==> src/logic/fault_diag_cfg.svh <==
`ifndef FAULT_DIAG_CFG_SVH
`define FAULT_DIAG_CFG_SVH

// register word indices; byte address is four times the index
`define IDX_DETECTION_CONTROL 10'h04c
`define IDX_FAULT_RESPONSE_CONFIG 10'h04d
`define IDX_STRING_SHORT_FLAGS_LOW 10'h04e
`define IDX_STRING_SHORT_FLAGS_MID 10'h04f
`define IDX_STRING_SHORT_FLAGS_HIGH 10'h050
`define IDX_OPEN_STRING_FLAGS_LOW 10'h051
`define IDX_OPEN_STRING_FLAGS_MID 10'h052
`define IDX_OPEN_STRING_FLAGS_HIGH 10'h053
`define IDX_SINGLE_SHORT_FLAGS_LOW 10'h054
`define IDX_SINGLE_SHORT_FLAGS_MID 10'h055
`define IDX_SINGLE_SHORT_FLAGS_HIGH 10'h056
`define IDX_FAULT_SUMMARY 10'h057
`define IDX_CRC_ERROR_COUNT 10'h059

// reset values
`define RST_DETECTION_CONTROL 6'h0f
`define RST_FAULT_RESPONSE_CONFIG 7'h63
`define RST_CRC_ERROR_COUNT 8'h00

// detection_control fields: class k detect at bit 2k, pin report at 2k+1
`define DET_OPEN_DETECT_EN 0
`define DET_OPEN_PIN_REPORT_EN 1
`define DET_SHORT_DETECT_EN 2
`define DET_SHORT_PIN_REPORT_EN 3
`define DET_SINGLE_SHORT_DETECT_EN 4
`define DET_SINGLE_SHORT_PIN_REPORT_EN 5

// fault_response_config fields
`define CFG_REPORT_DELAY_SEL_LSB 0
`define CFG_REPORT_DELAY_SEL_MSB 3
`define CFG_SINGLE_SHORT_CURRENT_CUT 4
`define CFG_OPEN_CURRENT_CUT 5
`define CFG_STRING_SHORT_CURRENT_CUT 6

// fault class indices, equal to the summary bit of each class
`define CLASS_OPEN 0
`define CLASS_STRING_SHORT 1
`define CLASS_SINGLE_SHORT 2

// fault_summary fields
`define SUM_THERMAL_SHUTDOWN 3
`define SUM_COMM_TIMEOUT 4
`define SUM_CURRENT_SET_PIN_SHORT 5
`define SUM_CHECKSUM_FAIL 6
`define SUM_THERMAL_ROLLOFF 7

// channels and packing
`define CHANNELS 18
`define FLAGS_PER_REG 6

// timing
`define CLK_PERIOD_NS 100
`define REPORT_SHORT_BASE_NS 32000
`define REPORT_LONG_BASE_NS 7812500
`define REPORT_SHORT_BASE_CYCLES ((`REPORT_SHORT_BASE_NS + `CLK_PERIOD_NS - 1) / `CLK_PERIOD_NS)
`define REPORT_LONG_BASE_CYCLES ((`REPORT_LONG_BASE_NS + `CLK_PERIOD_NS - 1) / `CLK_PERIOD_NS)
`define REPORT_LONG_CODE 8
`define REPORT_TOP_CODE 14
`define DELAY_WIDTH 23

`define CRC_COUNT_MAX 8'hff

`endif

==> src/logic/fault_diag_pkg.sv <==
package fault_diag_pkg;

	// apb request from the master
	typedef struct packed {
		logic psel;
		logic penable;
		logic pwrite;
		logic [11:0] paddr;
		logic [31:0] pwdata;
		logic [3:0] pstrb;
	} apb_req_type;

	// apb answer to the master
	typedef struct packed {
		logic [31:0] prdata;
		logic pready;
		logic pslverr;
	} apb_rsp_type;

	// raw per-channel detector outputs, one vector per class
	typedef struct packed {
		logic [17:0] single_short;
		logic [17:0] string_short;
		logic [17:0] open_string;
	} channel_raw_type;

	// chip-level fault levels from the analog and interface blocks
	typedef struct packed {
		logic thermal_rolloff;
		logic checksum_fail;
		logic current_set_pin_short;
		logic comm_timeout;
		logic thermal_shutdown;
	} chip_status_type;

	// detect enables driven out to the analog detectors
	typedef struct packed {
		logic single_short_detect_en;
		logic short_detect_en;
		logic open_detect_en;
	} detect_en_type;

	// slave answer state
	typedef enum logic [1:0] {
		SLAVE_IDLE = 2'b01,
		SLAVE_READY = 2'b10
	} slave_state_type;

endpackage

==> src/logic/led_fault_diagnostic_registers.sv <==
`timescale 1ns/1ps
`include "fault_diag_cfg.svh"

// Functional notes
// - each detection class runs only while its detect enable bit is one
// - a class drives the fault pin only while its report enable is one
// - report delay field selects two doubling ladders, from 32us (codes 0-7) and 7.8125ms (codes 8-14), 0.5s at the top codes
// - single-short cut bit set: shorted channel current cut to about 4mA
// - string-short cut bit set: shorted channel current cut to about 4mA
// - open cut bit set: open channel current cut to about 4mA
// - eighteen string-short flags, six per register in bits 5:0
// - eighteen open-string flags, six per register in bits 5:0
// - eighteen single-short flags, six per register in bits 5:0
// - summary bit 0 set when any channel is open
// - summary bit 1 set when any channel has a string short
// - summary bit 2 set when any channel has a single LED short
// - summary bit 7 follows thermal current roll-off
// - summary bit 3 follows thermal shutdown
// - summary bit 6 set on interface checksum failure
// - summary bit 4 set on communication time-out
// - summary bit 5 set when the current-set pin is shorted
// - crc error counter counts up once per bad frame
// - crc error counter saturates at ff and never wraps
// - communications reset leaves the counter alone; only reset and writes clear it
// - host may write any eight-bit value into the counter, zero clears
// - detection control resets to open and short detect plus their reports
module led_fault_diagnostic_registers
	import fault_diag_pkg::*;
#(
	parameter int LONG_BASE_CYCLES = `REPORT_LONG_BASE_CYCLES
)
(
	input wire logic clk,
	input wire logic rst_n,
	input wire apb_req_type apb_req,
	output apb_rsp_type apb_rsp,
	input wire channel_raw_type channel_raw,
	input wire chip_status_type chip_status,
	input wire logic crc_frame_error,
	output detect_en_type detect_en,
	output logic fault_out_n,
	output logic [17:0] current_cut
);

	// register storage
	logic [5:0] detection_control;
	logic [6:0] fault_response_config;
	logic [7:0] crc_error_count;
	logic [7:0] fault_summary;
	logic [2:0][17:0] fault_flag;
	logic [2:0][`DELAY_WIDTH-1:0] delay_count;
	slave_state_type slave_state;
	logic [31:0] prdata;
	logic pready;
	logic pslverr;
	logic fault_pin_n;
	logic [17:0] cut;

	// apb decode
	wire [9:0] word_index = apb_req.paddr[11:2];
	wire aligned = (apb_req.paddr[1:0] == 2'b00);
	wire access = apb_req.psel && apb_req.penable;
	wire commit = access && pready;
	wire write_commit = commit && apb_req.pwrite && apb_req.pstrb[0];
	wire [7:0] wbyte = apb_req.pwdata[7:0];

	wire hit_det = aligned && (word_index == `IDX_DETECTION_CONTROL);
	wire hit_cfg = aligned && (word_index == `IDX_FAULT_RESPONSE_CONFIG);
	wire hit_ss_lo = aligned && (word_index == `IDX_STRING_SHORT_FLAGS_LOW);
	wire hit_ss_mid = aligned && (word_index == `IDX_STRING_SHORT_FLAGS_MID);
	wire hit_ss_hi = aligned && (word_index == `IDX_STRING_SHORT_FLAGS_HIGH);
	wire hit_op_lo = aligned && (word_index == `IDX_OPEN_STRING_FLAGS_LOW);
	wire hit_op_mid = aligned && (word_index == `IDX_OPEN_STRING_FLAGS_MID);
	wire hit_op_hi = aligned && (word_index == `IDX_OPEN_STRING_FLAGS_HIGH);
	wire hit_sl_lo = aligned && (word_index == `IDX_SINGLE_SHORT_FLAGS_LOW);
	wire hit_sl_mid = aligned && (word_index == `IDX_SINGLE_SHORT_FLAGS_MID);
	wire hit_sl_hi = aligned && (word_index == `IDX_SINGLE_SHORT_FLAGS_HIGH);
	wire hit_sum = aligned && (word_index == `IDX_FAULT_SUMMARY);
	wire hit_crc = aligned && (word_index == `IDX_CRC_ERROR_COUNT);
	wire hit_any = hit_det || hit_cfg || hit_ss_lo || hit_ss_mid || hit_ss_hi
		|| hit_op_lo || hit_op_mid || hit_op_hi || hit_sl_lo || hit_sl_mid
		|| hit_sl_hi || hit_sum || hit_crc;

	// named views of the flag vectors
	wire [17:0] open_string_flag_vec = fault_flag[`CLASS_OPEN];
	wire [17:0] string_short_flag_vec = fault_flag[`CLASS_STRING_SHORT];
	wire [17:0] single_short_flag_vec = fault_flag[`CLASS_SINGLE_SHORT];

	// read selection; six flags per register, upper two bits read zero
	wire [7:0] read_byte =
		hit_det ? {2'b00, detection_control} :
		hit_cfg ? {1'b0, fault_response_config} :
		hit_ss_lo ? {2'b00, string_short_flag_vec[5:0]} :
		hit_ss_mid ? {2'b00, string_short_flag_vec[11:6]} :
		hit_ss_hi ? {2'b00, string_short_flag_vec[17:12]} :
		hit_op_lo ? {2'b00, open_string_flag_vec[5:0]} :
		hit_op_mid ? {2'b00, open_string_flag_vec[11:6]} :
		hit_op_hi ? {2'b00, open_string_flag_vec[17:12]} :
		hit_sl_lo ? {2'b00, single_short_flag_vec[5:0]} :
		hit_sl_mid ? {2'b00, single_short_flag_vec[11:6]} :
		hit_sl_hi ? {2'b00, single_short_flag_vec[17:12]} :
		hit_sum ? fault_summary :
		hit_crc ? crc_error_count :
		8'h00;

	// configuration fields
	wire [3:0] report_delay_sel =
		fault_response_config[`CFG_REPORT_DELAY_SEL_MSB:`CFG_REPORT_DELAY_SEL_LSB];
	wire single_short_current_cut = fault_response_config[`CFG_SINGLE_SHORT_CURRENT_CUT];
	wire open_current_cut = fault_response_config[`CFG_OPEN_CURRENT_CUT];
	wire string_short_current_cut = fault_response_config[`CFG_STRING_SHORT_CURRENT_CUT];
	wire [2:0] class_detect_en = {detection_control[`DET_SINGLE_SHORT_DETECT_EN],
		detection_control[`DET_SHORT_DETECT_EN],
		detection_control[`DET_OPEN_DETECT_EN]};
	wire [2:0] class_report_en = {detection_control[`DET_SINGLE_SHORT_PIN_REPORT_EN],
		detection_control[`DET_SHORT_PIN_REPORT_EN],
		detection_control[`DET_OPEN_PIN_REPORT_EN]};
	wire [2:0][17:0] class_raw = {channel_raw.single_short, channel_raw.string_short,
		channel_raw.open_string};

	// report delay: two doubling ladders, top code held at the longest delay
	wire [3:0] top_sel = (report_delay_sel > 4'(`REPORT_TOP_CODE))
		? 4'(`REPORT_TOP_CODE) : report_delay_sel;
	wire [2:0] ladder_shift = top_sel[2:0];
	wire [`DELAY_WIDTH-1:0] short_base = `DELAY_WIDTH'(`REPORT_SHORT_BASE_CYCLES);
	wire [`DELAY_WIDTH-1:0] long_base = `DELAY_WIDTH'(LONG_BASE_CYCLES);
	wire [`DELAY_WIDTH-1:0] delay_cycles = top_sel[3]
		? (long_base << ladder_shift) : (short_base << ladder_shift);

	// crc counter next value; a bad frame in the cycle of a write still counts
	wire [7:0] crc_base = (write_commit && hit_crc) ? wbyte : crc_error_count;
	wire [7:0] next_crc_error_count = (crc_frame_error && (crc_base != `CRC_COUNT_MAX))
		? 8'(crc_base + 8'h01) : crc_base;

	// per-class detection timers and flags
	genvar k;
	generate
		for (k = 0; k < 3; k = k + 1)
		begin : g_class
			// a disabled class sees nothing, so its flags and timer stay clear
			wire [17:0] gated = class_raw[k] & {18{class_detect_en[k]}};
			wire active = |gated;
			wire expired = (delay_count[k] >= delay_cycles);

			// the timer only needs to run while some channel of the class is faulty;
			// sharing one timer per class costs per-channel deglitch independence
			always_ff @(posedge clk or negedge rst_n)
			begin
				if (!rst_n)
					delay_count[k] <= '0;
				else if (!active)
					delay_count[k] <= '0;
				else if (!expired)
					delay_count[k] <= delay_count[k] + `DELAY_WIDTH'(1);
			end

			// flags follow the detector once the delay has run out
			always_ff @(posedge clk or negedge rst_n)
			begin
				if (!rst_n)
					fault_flag[k] <= '0;
				else if (active && expired)
					fault_flag[k] <= gated;
				else
					fault_flag[k] <= '0;
			end
		end
	endgenerate

	// pin report and current reduction from the qualified flags
	wire [2:0] class_any = {|single_short_flag_vec, |string_short_flag_vec,
		|open_string_flag_vec};
	wire next_fault_pin_n = ~|(class_any & class_report_en);
	wire [17:0] next_cut = (open_string_flag_vec & {18{open_current_cut}})
		| (string_short_flag_vec & {18{string_short_current_cut}})
		| (single_short_flag_vec & {18{single_short_current_cut}});

	// summary register, rebuilt every cycle so it is live status
	wire [7:0] next_fault_summary = {chip_status.thermal_rolloff,
		chip_status.checksum_fail,
		chip_status.current_set_pin_short,
		chip_status.comm_timeout,
		chip_status.thermal_shutdown,
		class_any[`CLASS_SINGLE_SHORT],
		class_any[`CLASS_STRING_SHORT],
		class_any[`CLASS_OPEN]};

	// writable registers; flag and summary registers have no write path
	always_ff @(posedge clk or negedge rst_n)
	begin
		if (!rst_n)
		begin
			detection_control <= `RST_DETECTION_CONTROL;
			fault_response_config <= `RST_FAULT_RESPONSE_CONFIG;
		end
		else if (write_commit)
		begin
			if (hit_det)
				detection_control <= wbyte[5:0];
			if (hit_cfg)
				fault_response_config <= wbyte[6:0];
		end
	end

	// counter has no clear but reset and writes; comms reset is not wired here
	always_ff @(posedge clk or negedge rst_n)
	begin
		if (!rst_n)
			crc_error_count <= `RST_CRC_ERROR_COUNT;
		else
			crc_error_count <= next_crc_error_count;
	end

	// status and drive outputs
	always_ff @(posedge clk or negedge rst_n)
	begin
		if (!rst_n)
		begin
			fault_summary <= 8'h00;
			fault_pin_n <= 1'b1;
			cut <= '0;
		end
		else
		begin
			fault_summary <= next_fault_summary;
			fault_pin_n <= next_fault_pin_n;
			cut <= next_cut;
		end
	end

	// one wait state: answer in the second access cycle
	always_ff @(posedge clk or negedge rst_n)
	begin
		if (!rst_n)
		begin
			slave_state <= SLAVE_IDLE;
			pready <= 1'b0;
			pslverr <= 1'b0;
			prdata <= 32'h0000_0000;
		end
		else
		begin
			unique case (slave_state)
				SLAVE_IDLE:
				begin
					if (access)
					begin
						slave_state <= SLAVE_READY;
						pready <= 1'b1;
						pslverr <= !hit_any;
						prdata <= apb_req.pwrite ? 32'h0000_0000 : {24'h00_0000, read_byte};
					end
				end
				SLAVE_READY:
				begin
					slave_state <= SLAVE_IDLE;
					pready <= 1'b0;
					pslverr <= 1'b0;
					prdata <= 32'h0000_0000;
				end
			endcase
		end
	end

	// outputs straight from flops
	assign apb_rsp.prdata = prdata;
	assign apb_rsp.pready = pready;
	assign apb_rsp.pslverr = pslverr;
	assign detect_en.open_detect_en = detection_control[`DET_OPEN_DETECT_EN];
	assign detect_en.short_detect_en = detection_control[`DET_SHORT_DETECT_EN];
	assign detect_en.single_short_detect_en = detection_control[`DET_SINGLE_SHORT_DETECT_EN];
	assign fault_out_n = fault_pin_n;
	assign current_cut = cut;

endmodule

==> config.mk <==
export PLATFORM = sky130hd
export DESIGN_NAME = led_fault_diagnostic_registers
export DESIGN_NICKNAME = d
export VERILOG_FILES = /design/src/logic/fault_diag_pkg.sv /design/src/logic/led_fault_diagnostic_registers.sv
export VERILOG_INCLUDE_DIRS = /design/src /design/src/logic
export SDC_FILE = /design/constraint.sdc
export NUM_CORES = 1
export LEC_CHECK = 0
export BUFFER_PORTS_ARGS = -buffer_cell sky130_fd_sc_hd__buf_2
export CAP_MARGIN = 0
export CORE_AREA = 4 4 143 145
export DETAILED_ROUTE_END_ITERATION = 6
export DIE_AREA = 0 0 147 149
export GPL_TIMING_DRIVEN = 1
export PLACE_DENSITY = 0.81
export SLEW_MARGIN = 20
export SYNTH_ARGS = -nofsm -noshare
export SYNTH_HDL_FRONTEND = slang
export SYNTH_SLANG_ARGS = --single-unit
==> constraint.sdc <==
create_clock -name clk -period 11.45 [get_ports clk]
set_clock_uncertainty 0.15 [all_clocks]
set_input_delay 1.145 -clock clk [delete_from_list [all_inputs] [get_ports clk]]
set_output_delay 1.145 -clock clk [all_outputs]
set_load 0.02 [all_outputs]
==> impl_metrics.json, run 1 <==
{
  "wl_per_cell_um": 20.30,
  "placed_area_mm2": 0.01178,
  "clock_path_buffers": 2,
  "clk_pin_slew_ps": 70,
  "path_buf_inv": 1,
  "syn_area_mm2": 0.01114,
  "startpoint": "fault_response_config[2]",
  "wl_um": 31410,
  "placement.io_buffers": 117,
  "p_per_area_mw_per_mm2": 114.6,
  "initial_utilization": 0.5799,
  "power_leakage_nw": 5.741,
  "first_pass_iters": 7,
  "cts_sinks": 182,
  "synth_area_leaders": "dfrtp_1, ha_1, a21oi_1",
  "num_io_pins": 169,
  "fillers": 1588,
  "max_slew_margin": 0.3441,
  "dp_hpwl_um": 23020,
  "antenna_found_initial": 0,
  "path_cells": "nand2_1, inv_1, a21oi_1, ha_1, nand2b_1, nor2_1, a21oi_1, ha_1, and4_1, and3_1, a311oi_1, a21o_1, nand2_1, or4_1, a21oi_1",
  "status": "complete, but fails checks",
  "hold_path.class": "register to register",
  "r2r_start": "fault_response_config[2]",
  "stdcell_area_mm2": 0.01240,
  "clkLatencyLatePin_ps": 440,
  "worst_path_most_repeated_cell": "a21oi_1",
  "drc_errors": 1,
  "yosysMostFrequentCell": "dfrtp_1",
  "syn_avg_cell_area_um2": 9.391,
  "slowest_delay_ps": 810,
  "yosysSeqAreaShare": 0.4100,
  "post_cts.repair.setup_buffers": 0,
  "postRouteAntennaNets": 0,
  "via_per_inst": 6.418,
  "routabilityCongestion": 0.9918,
  "core-area_mm2": 0.01921,
  "synth.top_cell.area_share": 0.3864,
  "grt_pass1_vias": 9512,
  "dieArea_mm2": 0.02190,
  "critPathMaxFanout": 29,
  "criticalPathCategory": "register to register",
  "drive_above_1_share": 0.1568,
  "cts_tree": "yes",
  "grt_pass1_wl_um": 50000,
  "die_w_um": 147,
  "rsz0062_at_grt": "no",
  "path_delay_family": "simple AND/OR/NAND/NOR gates",
  "setup_viol": 0,
  "failed_checks": "DRC",
  "synth_edf_count": 0,
  "synthTopCellsByCount": "dfrtp_1, a21oi_1, nand2_1",
  "fp-row-count": 51,
  "n_antenna_cell": 0,
  "hold_violations": 0,
  "die_y_um": 149,
  "start_kind": "register",
  "syn_to_final_growth_pct": 11.31,
  "final_util": 0.6455,
  "holdBufCountCts": 0,
  "grt_start_max_net_pins": 68,
  "p_total_mw": 1.421,
  "grtUsageTotal": 0.2879,
  "yosysTopAreaCell": "dfrtp_1",
  "fin_crit_ps": 5176,
  "required_ps": 11660,
  "timing.fmax_mhz": 193.2,
  "tightestPinTransition_ps": 974.8,
  "synth.distinct_cells": 74,
  "cts_htree_levels": 4,
  "maxCapViolCount": 0,
  "drt-initial-drc-count": 1028,
  "min-delay-start": "prdata[6]",
  "route.vias.total": 9928,
  "ys.flop_type": "dfrtp_1",
  "arrival_ps": 5390,
  "finalCritPeriodShare": 0.4521,
  "synthArstFlopShare": 1.000,
  "syn_inst": 1186,
  "cts_made_buffers": 17,
  "cp-end-kind": "register",
  "peakVddDrop_uv": 99.24,
  "yosys_warnings": 0,
  "critPathSlowestCell": "dfrtp_1",
  "maxSlewViolCount": 0,
  "cts.root.buffer_cell": "clkbuf_16",
  "ys_seq_elements": 182,
  "tns_ps": 0,
  "fin_nets": 1455,
  "cts.repair.resized": 0,
  "overflow": 0
}
==> metal layers <==
metal	track usage	routed length (um)	vias to the layer above
met5	0	0	-
met4	0.1328	1541	0
met3	0.06411	2683	113
met2	0.4867	15350	496
met1	0.3543	11830	4730
li1	-	-	4589
==> stage by stage <==
step                setup slack, ps  instances  hold WS [ps]
floorplan                      7167       1209         254.6
global placement               6467       1515         300.4
detailed placement             6363       1515         301.1
CTS                            6342       1547         317.0
global route                   5814       1547         347.7
finish                         6274       1547         315.1
==> power by group <==
group | switching (mW) | internal (mW) | total [mW]
Sequential | 0.0252 | 0.663 | 0.689
Clock | 0.287 | 0.315 | 0.602
Combinational | 0.0844 | 0.0458 | 0.130
Total | 0.397 | 1.02 | 1.42
==> registers in the layout, summed over array words and instances (netlist names), 7 cells and up <==
| signal | cells |
|---|---|
| crc_error_count | 8 |
| current_cut | 18 |
| delay_count | 69 |
| fault_response_config | 7 |
| fault_summary | 8 |
| open_string_flag_vec | 18 |
| prdata | 8 |
| single_short_flag_vec | 18 |
| string_short_flag_vec | 18 |
==> layout by cell type (no fill, tap or decap), types with 16 or more instances in the layout <==
cell	instances
or4_1	24
inv_1	47
and3_1	51
mux2i_1	23
buf_2	116
a21oi_1	99
clkbuf_16	17
or3_1	31
dfrtp_1	172
o21ai_0	65
o31ai_1	16
nand3_1	45
conb_1	24
and2_1	26
a222oi_1	19
ha_1	73
nor4_1	29
nand2_1	86
xnor2_1	17
nand4_1	35
nor2_1	53
mux2_2	16
nor3_1	22
==> final cells by class <==
class	count	area [um2]	area share
tap	265	331.6	0.02674
inverter	48	180.2	0.01453
clock buffer	17	425.4	0.03431
sequential	182	4567	0.3684
timing repair buffer	125	651.9	0.05258
clock inverter	15	183.9	0.01484
multi-input combinational	895	6058	0.4886
==> tightest hold or removal path, cell delays in order, from the launching register on <==
cell and delay, ps:
dfrtp_1 340, nand2_1 50, nand2_1 40
==> cells by family after synthesis <==
kind of cell	after synthesis	synth area share
flops	182	0.4100
xor+xnor	27	0.02123
buf+inv	132	0.05516
fa+ha+maj	73	0.08200
mux	43	0.04493
other cells	1	0.0003367
compound gates	285	0.1664
simple gates	443	0.2200
==> worst paths after layout <==
path	to	slack (ps)	cells after the start
worst max-delay path	delay_count[21]	6270	15
worst min register to register	prdata[6]	320	2
max in group asynchronous	open_string_flag_vec[0]	8640	3
worst min-delay path	prdata[6]	320	2
min in group asynchronous	single_short_flag_vec[2]	500	1
worst max register to register	delay_count[21]	6270	15
Power figures use the tool's default switching activity.
==> inputs of run 2 (changes only) <==
Settings changed: CORE_AREA 4 4 143 145 to 4 4 152 154, DIE_AREA 0 0 147 149 to 0 0 156 158, PLACE_DENSITY 0.81 to 0.76.
Clock period 11.45 ns to 4.4 ns, I/O delays scaled along.
==> impl_metrics.json, run 2 (same netlist as run 1, synthesis figures left out) <==
{
  "status": "finished clean",
  "cp-end-kind": "register",
  "clock_path_buffers": 2,
  "drc_errors": 0,
  "r2r_cells": 15,
  "timing.rr.end": "delay_count[15]",
  "dp_hpwl_um": 24240,
  "dp_slack_ps": 73.85,
  "die_y_um": 158,
  "wl_per_cell_um": 20.33,
  "max_slew_margin": 0.4955,
  "critPathMaxFanout": 24,
  "drive_above_1_share": 0.1700,
  "post_cts.repair.setup_buffers": 0,
  "criticalPathCategory": "register to register",
  "cts_tree": "yes",
  "initial_utilization": 0.5136,
  "grt_pass1_vias": 9666,
  "r2r_start": "fault_response_config[0]",
  "overflow": 0,
  "min-delay-start": "channel_raw[16]",
  "tightestPinTransition_ps": 756.8,
  "largest_reg_flops": 69,
  "hold_violations": 0,
  "grt_start_max_net_pins": 109,
  "min_to": "open_string_flag_vec[16]",
  "arrival_ps": 4300,
  "p_per_area_mw_per_mm2": 286.3,
  "setup_viol": 0,
  "fin_crit_ps": 4085,
  "rsz0062_at_grt": "no",
  "clk_pin_slew_ps": 70,
  "final_common_cell": "dfrtp_1",
  "p_total_mw": 3.614,
  "via_per_inst": 6.260,
  "core-area_mm2": 0.02169,
  "maxCapViolCount": 0,
  "syn_to_final_growth_pct": 13.31,
  "peakVddDrop_uv": 207.4,
  "grtUsageTotal": 0.2630,
  "num_io_pins": 169,
  "fin_ws_ps": 314.8,
  "clkLatencyLatePin_ps": 440,
  "cts_htree_levels": 4,
  "dieArea_mm2": 0.02465,
  "fp-row-count": 54,
  "drt-initial-drc-count": 773,
  "placement.io_buffers": 117,
  "route.vias.total": 9929,
  "maxSlewViolCount": 0,
  "timing.hold.ws_ps": 74.86,
  "first_pass_iters": 6,
  "hold_path_depth": 2,
  "antenna_found_initial": 0,
  "dp_cells": 1547,
  "hold_path.class": "input pin to register",
  "fin_cells": 1586,
  "regMostFlops": "delay_count",
  "cts.root.buffer_cell": "clkbuf_16",
  "wl_um": 32240,
  "layout_common_cells": "dfrtp_1, buf_2, a21oi_1",
  "routabilityCongestion": 0.9855,
  "cts_sinks": 182,
  "power_leakage_nw": 5.847,
  "fillers": 1868,
  "timing.fmax_mhz": 244.8,
  "cts_made_buffers": 17,
  "start_kind": "register",
  "fin_nets": 1479,
  "r2r_slack_ps": 310,
  "postRouteAntennaNets": 0,
  "die_w_um": 156,
  "tns_ps": 0,
  "n_antenna_cell": 0,
  "finalCritPeriodShare": 0.9285,
  "grt_pass1_wl_um": 51540,
  "required_ps": 4610
}
==> run 2: cell count changes in the layout (fill, tap and decap cells not counted), sizes merged <==
cell         delta
bufinv          -1
clkbuf          +2
clkinvlp        +1
buf            +18
dlygate4sd3     +6
clkinv          -2
==> run 2: what timing repair did <==
| item | 4_1_cts | 5_1_grt |
|---|---|---|
| endpoints found under the hold margin | 5 | 26 |
| gates resized for setup | 0 | 6 |
| setup endpoints to repair | 0 | 75 |
| hold buffers | 5 | 1 |
==> run 2: how the worst max path moves through the flow <==
stage	cells past startpoint	end	slack [ps]	start
CTS	14	delay_count[66]	40	fault_response_config[0]
global route	15	delay_count[66]	30	fault_response_config[2]
floorplan	15	delay_count[21]	120	fault_response_config[1]
global placement	15	delay_count[15]	240	fault_response_config[0]
detailed placement	14	delay_count[66]	70	fault_response_config[0]
finish	15	delay_count[15]	310	fault_response_config[0]
==> run 2: power breakdown <==
group | internal (mW) | switching [mW]
combinational | 0.127 | 0.222
sequential | 1.73 | 0.0629
clock | 0.751 | 0.724
total | 2.60 | 1.01
==> run 2: layout make-up <==
| class | instances | area (um2) | share of cell area |
|---|---|---|---|
| sequential | 182 | 4567 | 0.3619 |
| tap | 280 | 350.3 | 0.02776 |
| clock inverter | 13 | 130.1 | 0.01031 |
| timing repair buffer | 149 | 879.6 | 0.06969 |
| clock buffer | 19 | 432.9 | 0.03430 |
| multi-input combinational | 895 | 6081 | 0.4818 |
| inverter | 48 | 180.2 | 0.01428 |
==> run 2: metrics by stage <==
| stage | utilization | instance area [um2] |
|---|---|---|
| 2_1_floorplan | - | 11220 |
| 3_5_place_dp | 0.5507 | 11940 |
| 4_1_cts | 0.5789 | 12560 |
| 3_3_place_gp | 0.5507 | 11940 |
| 5_1_grt | 0.5819 | 12620 |
| 6_report | 0.5819 | 12620 |
==> run 2: layer usage <==
metal | up-vias | wire, um | track usage
met2 | 422 | 16140 | 0.4549
met1 | 4792 | 12500 | 0.3226
met3 | 79 | 2373 | 0.05303
met5 | - | 0 | 0
li1 | 4636 | - | -
met4 | 0 | 1219 | 0.1071
==> run 2: worst max-delay path: stages (launching register included) <==
cell and delay [ps]:
dfstp_2 530, inv_1 110, a21oi_2 180, inv_1 70, ha_1 180, mux2_2 270
a21oi_1 330, ha_1 300, and4_1 210, and3_1 200, a311oi_2 400, a21o_1 190
nand2_1 140, buf_4 240, or3_1 360, a21oi_1 140
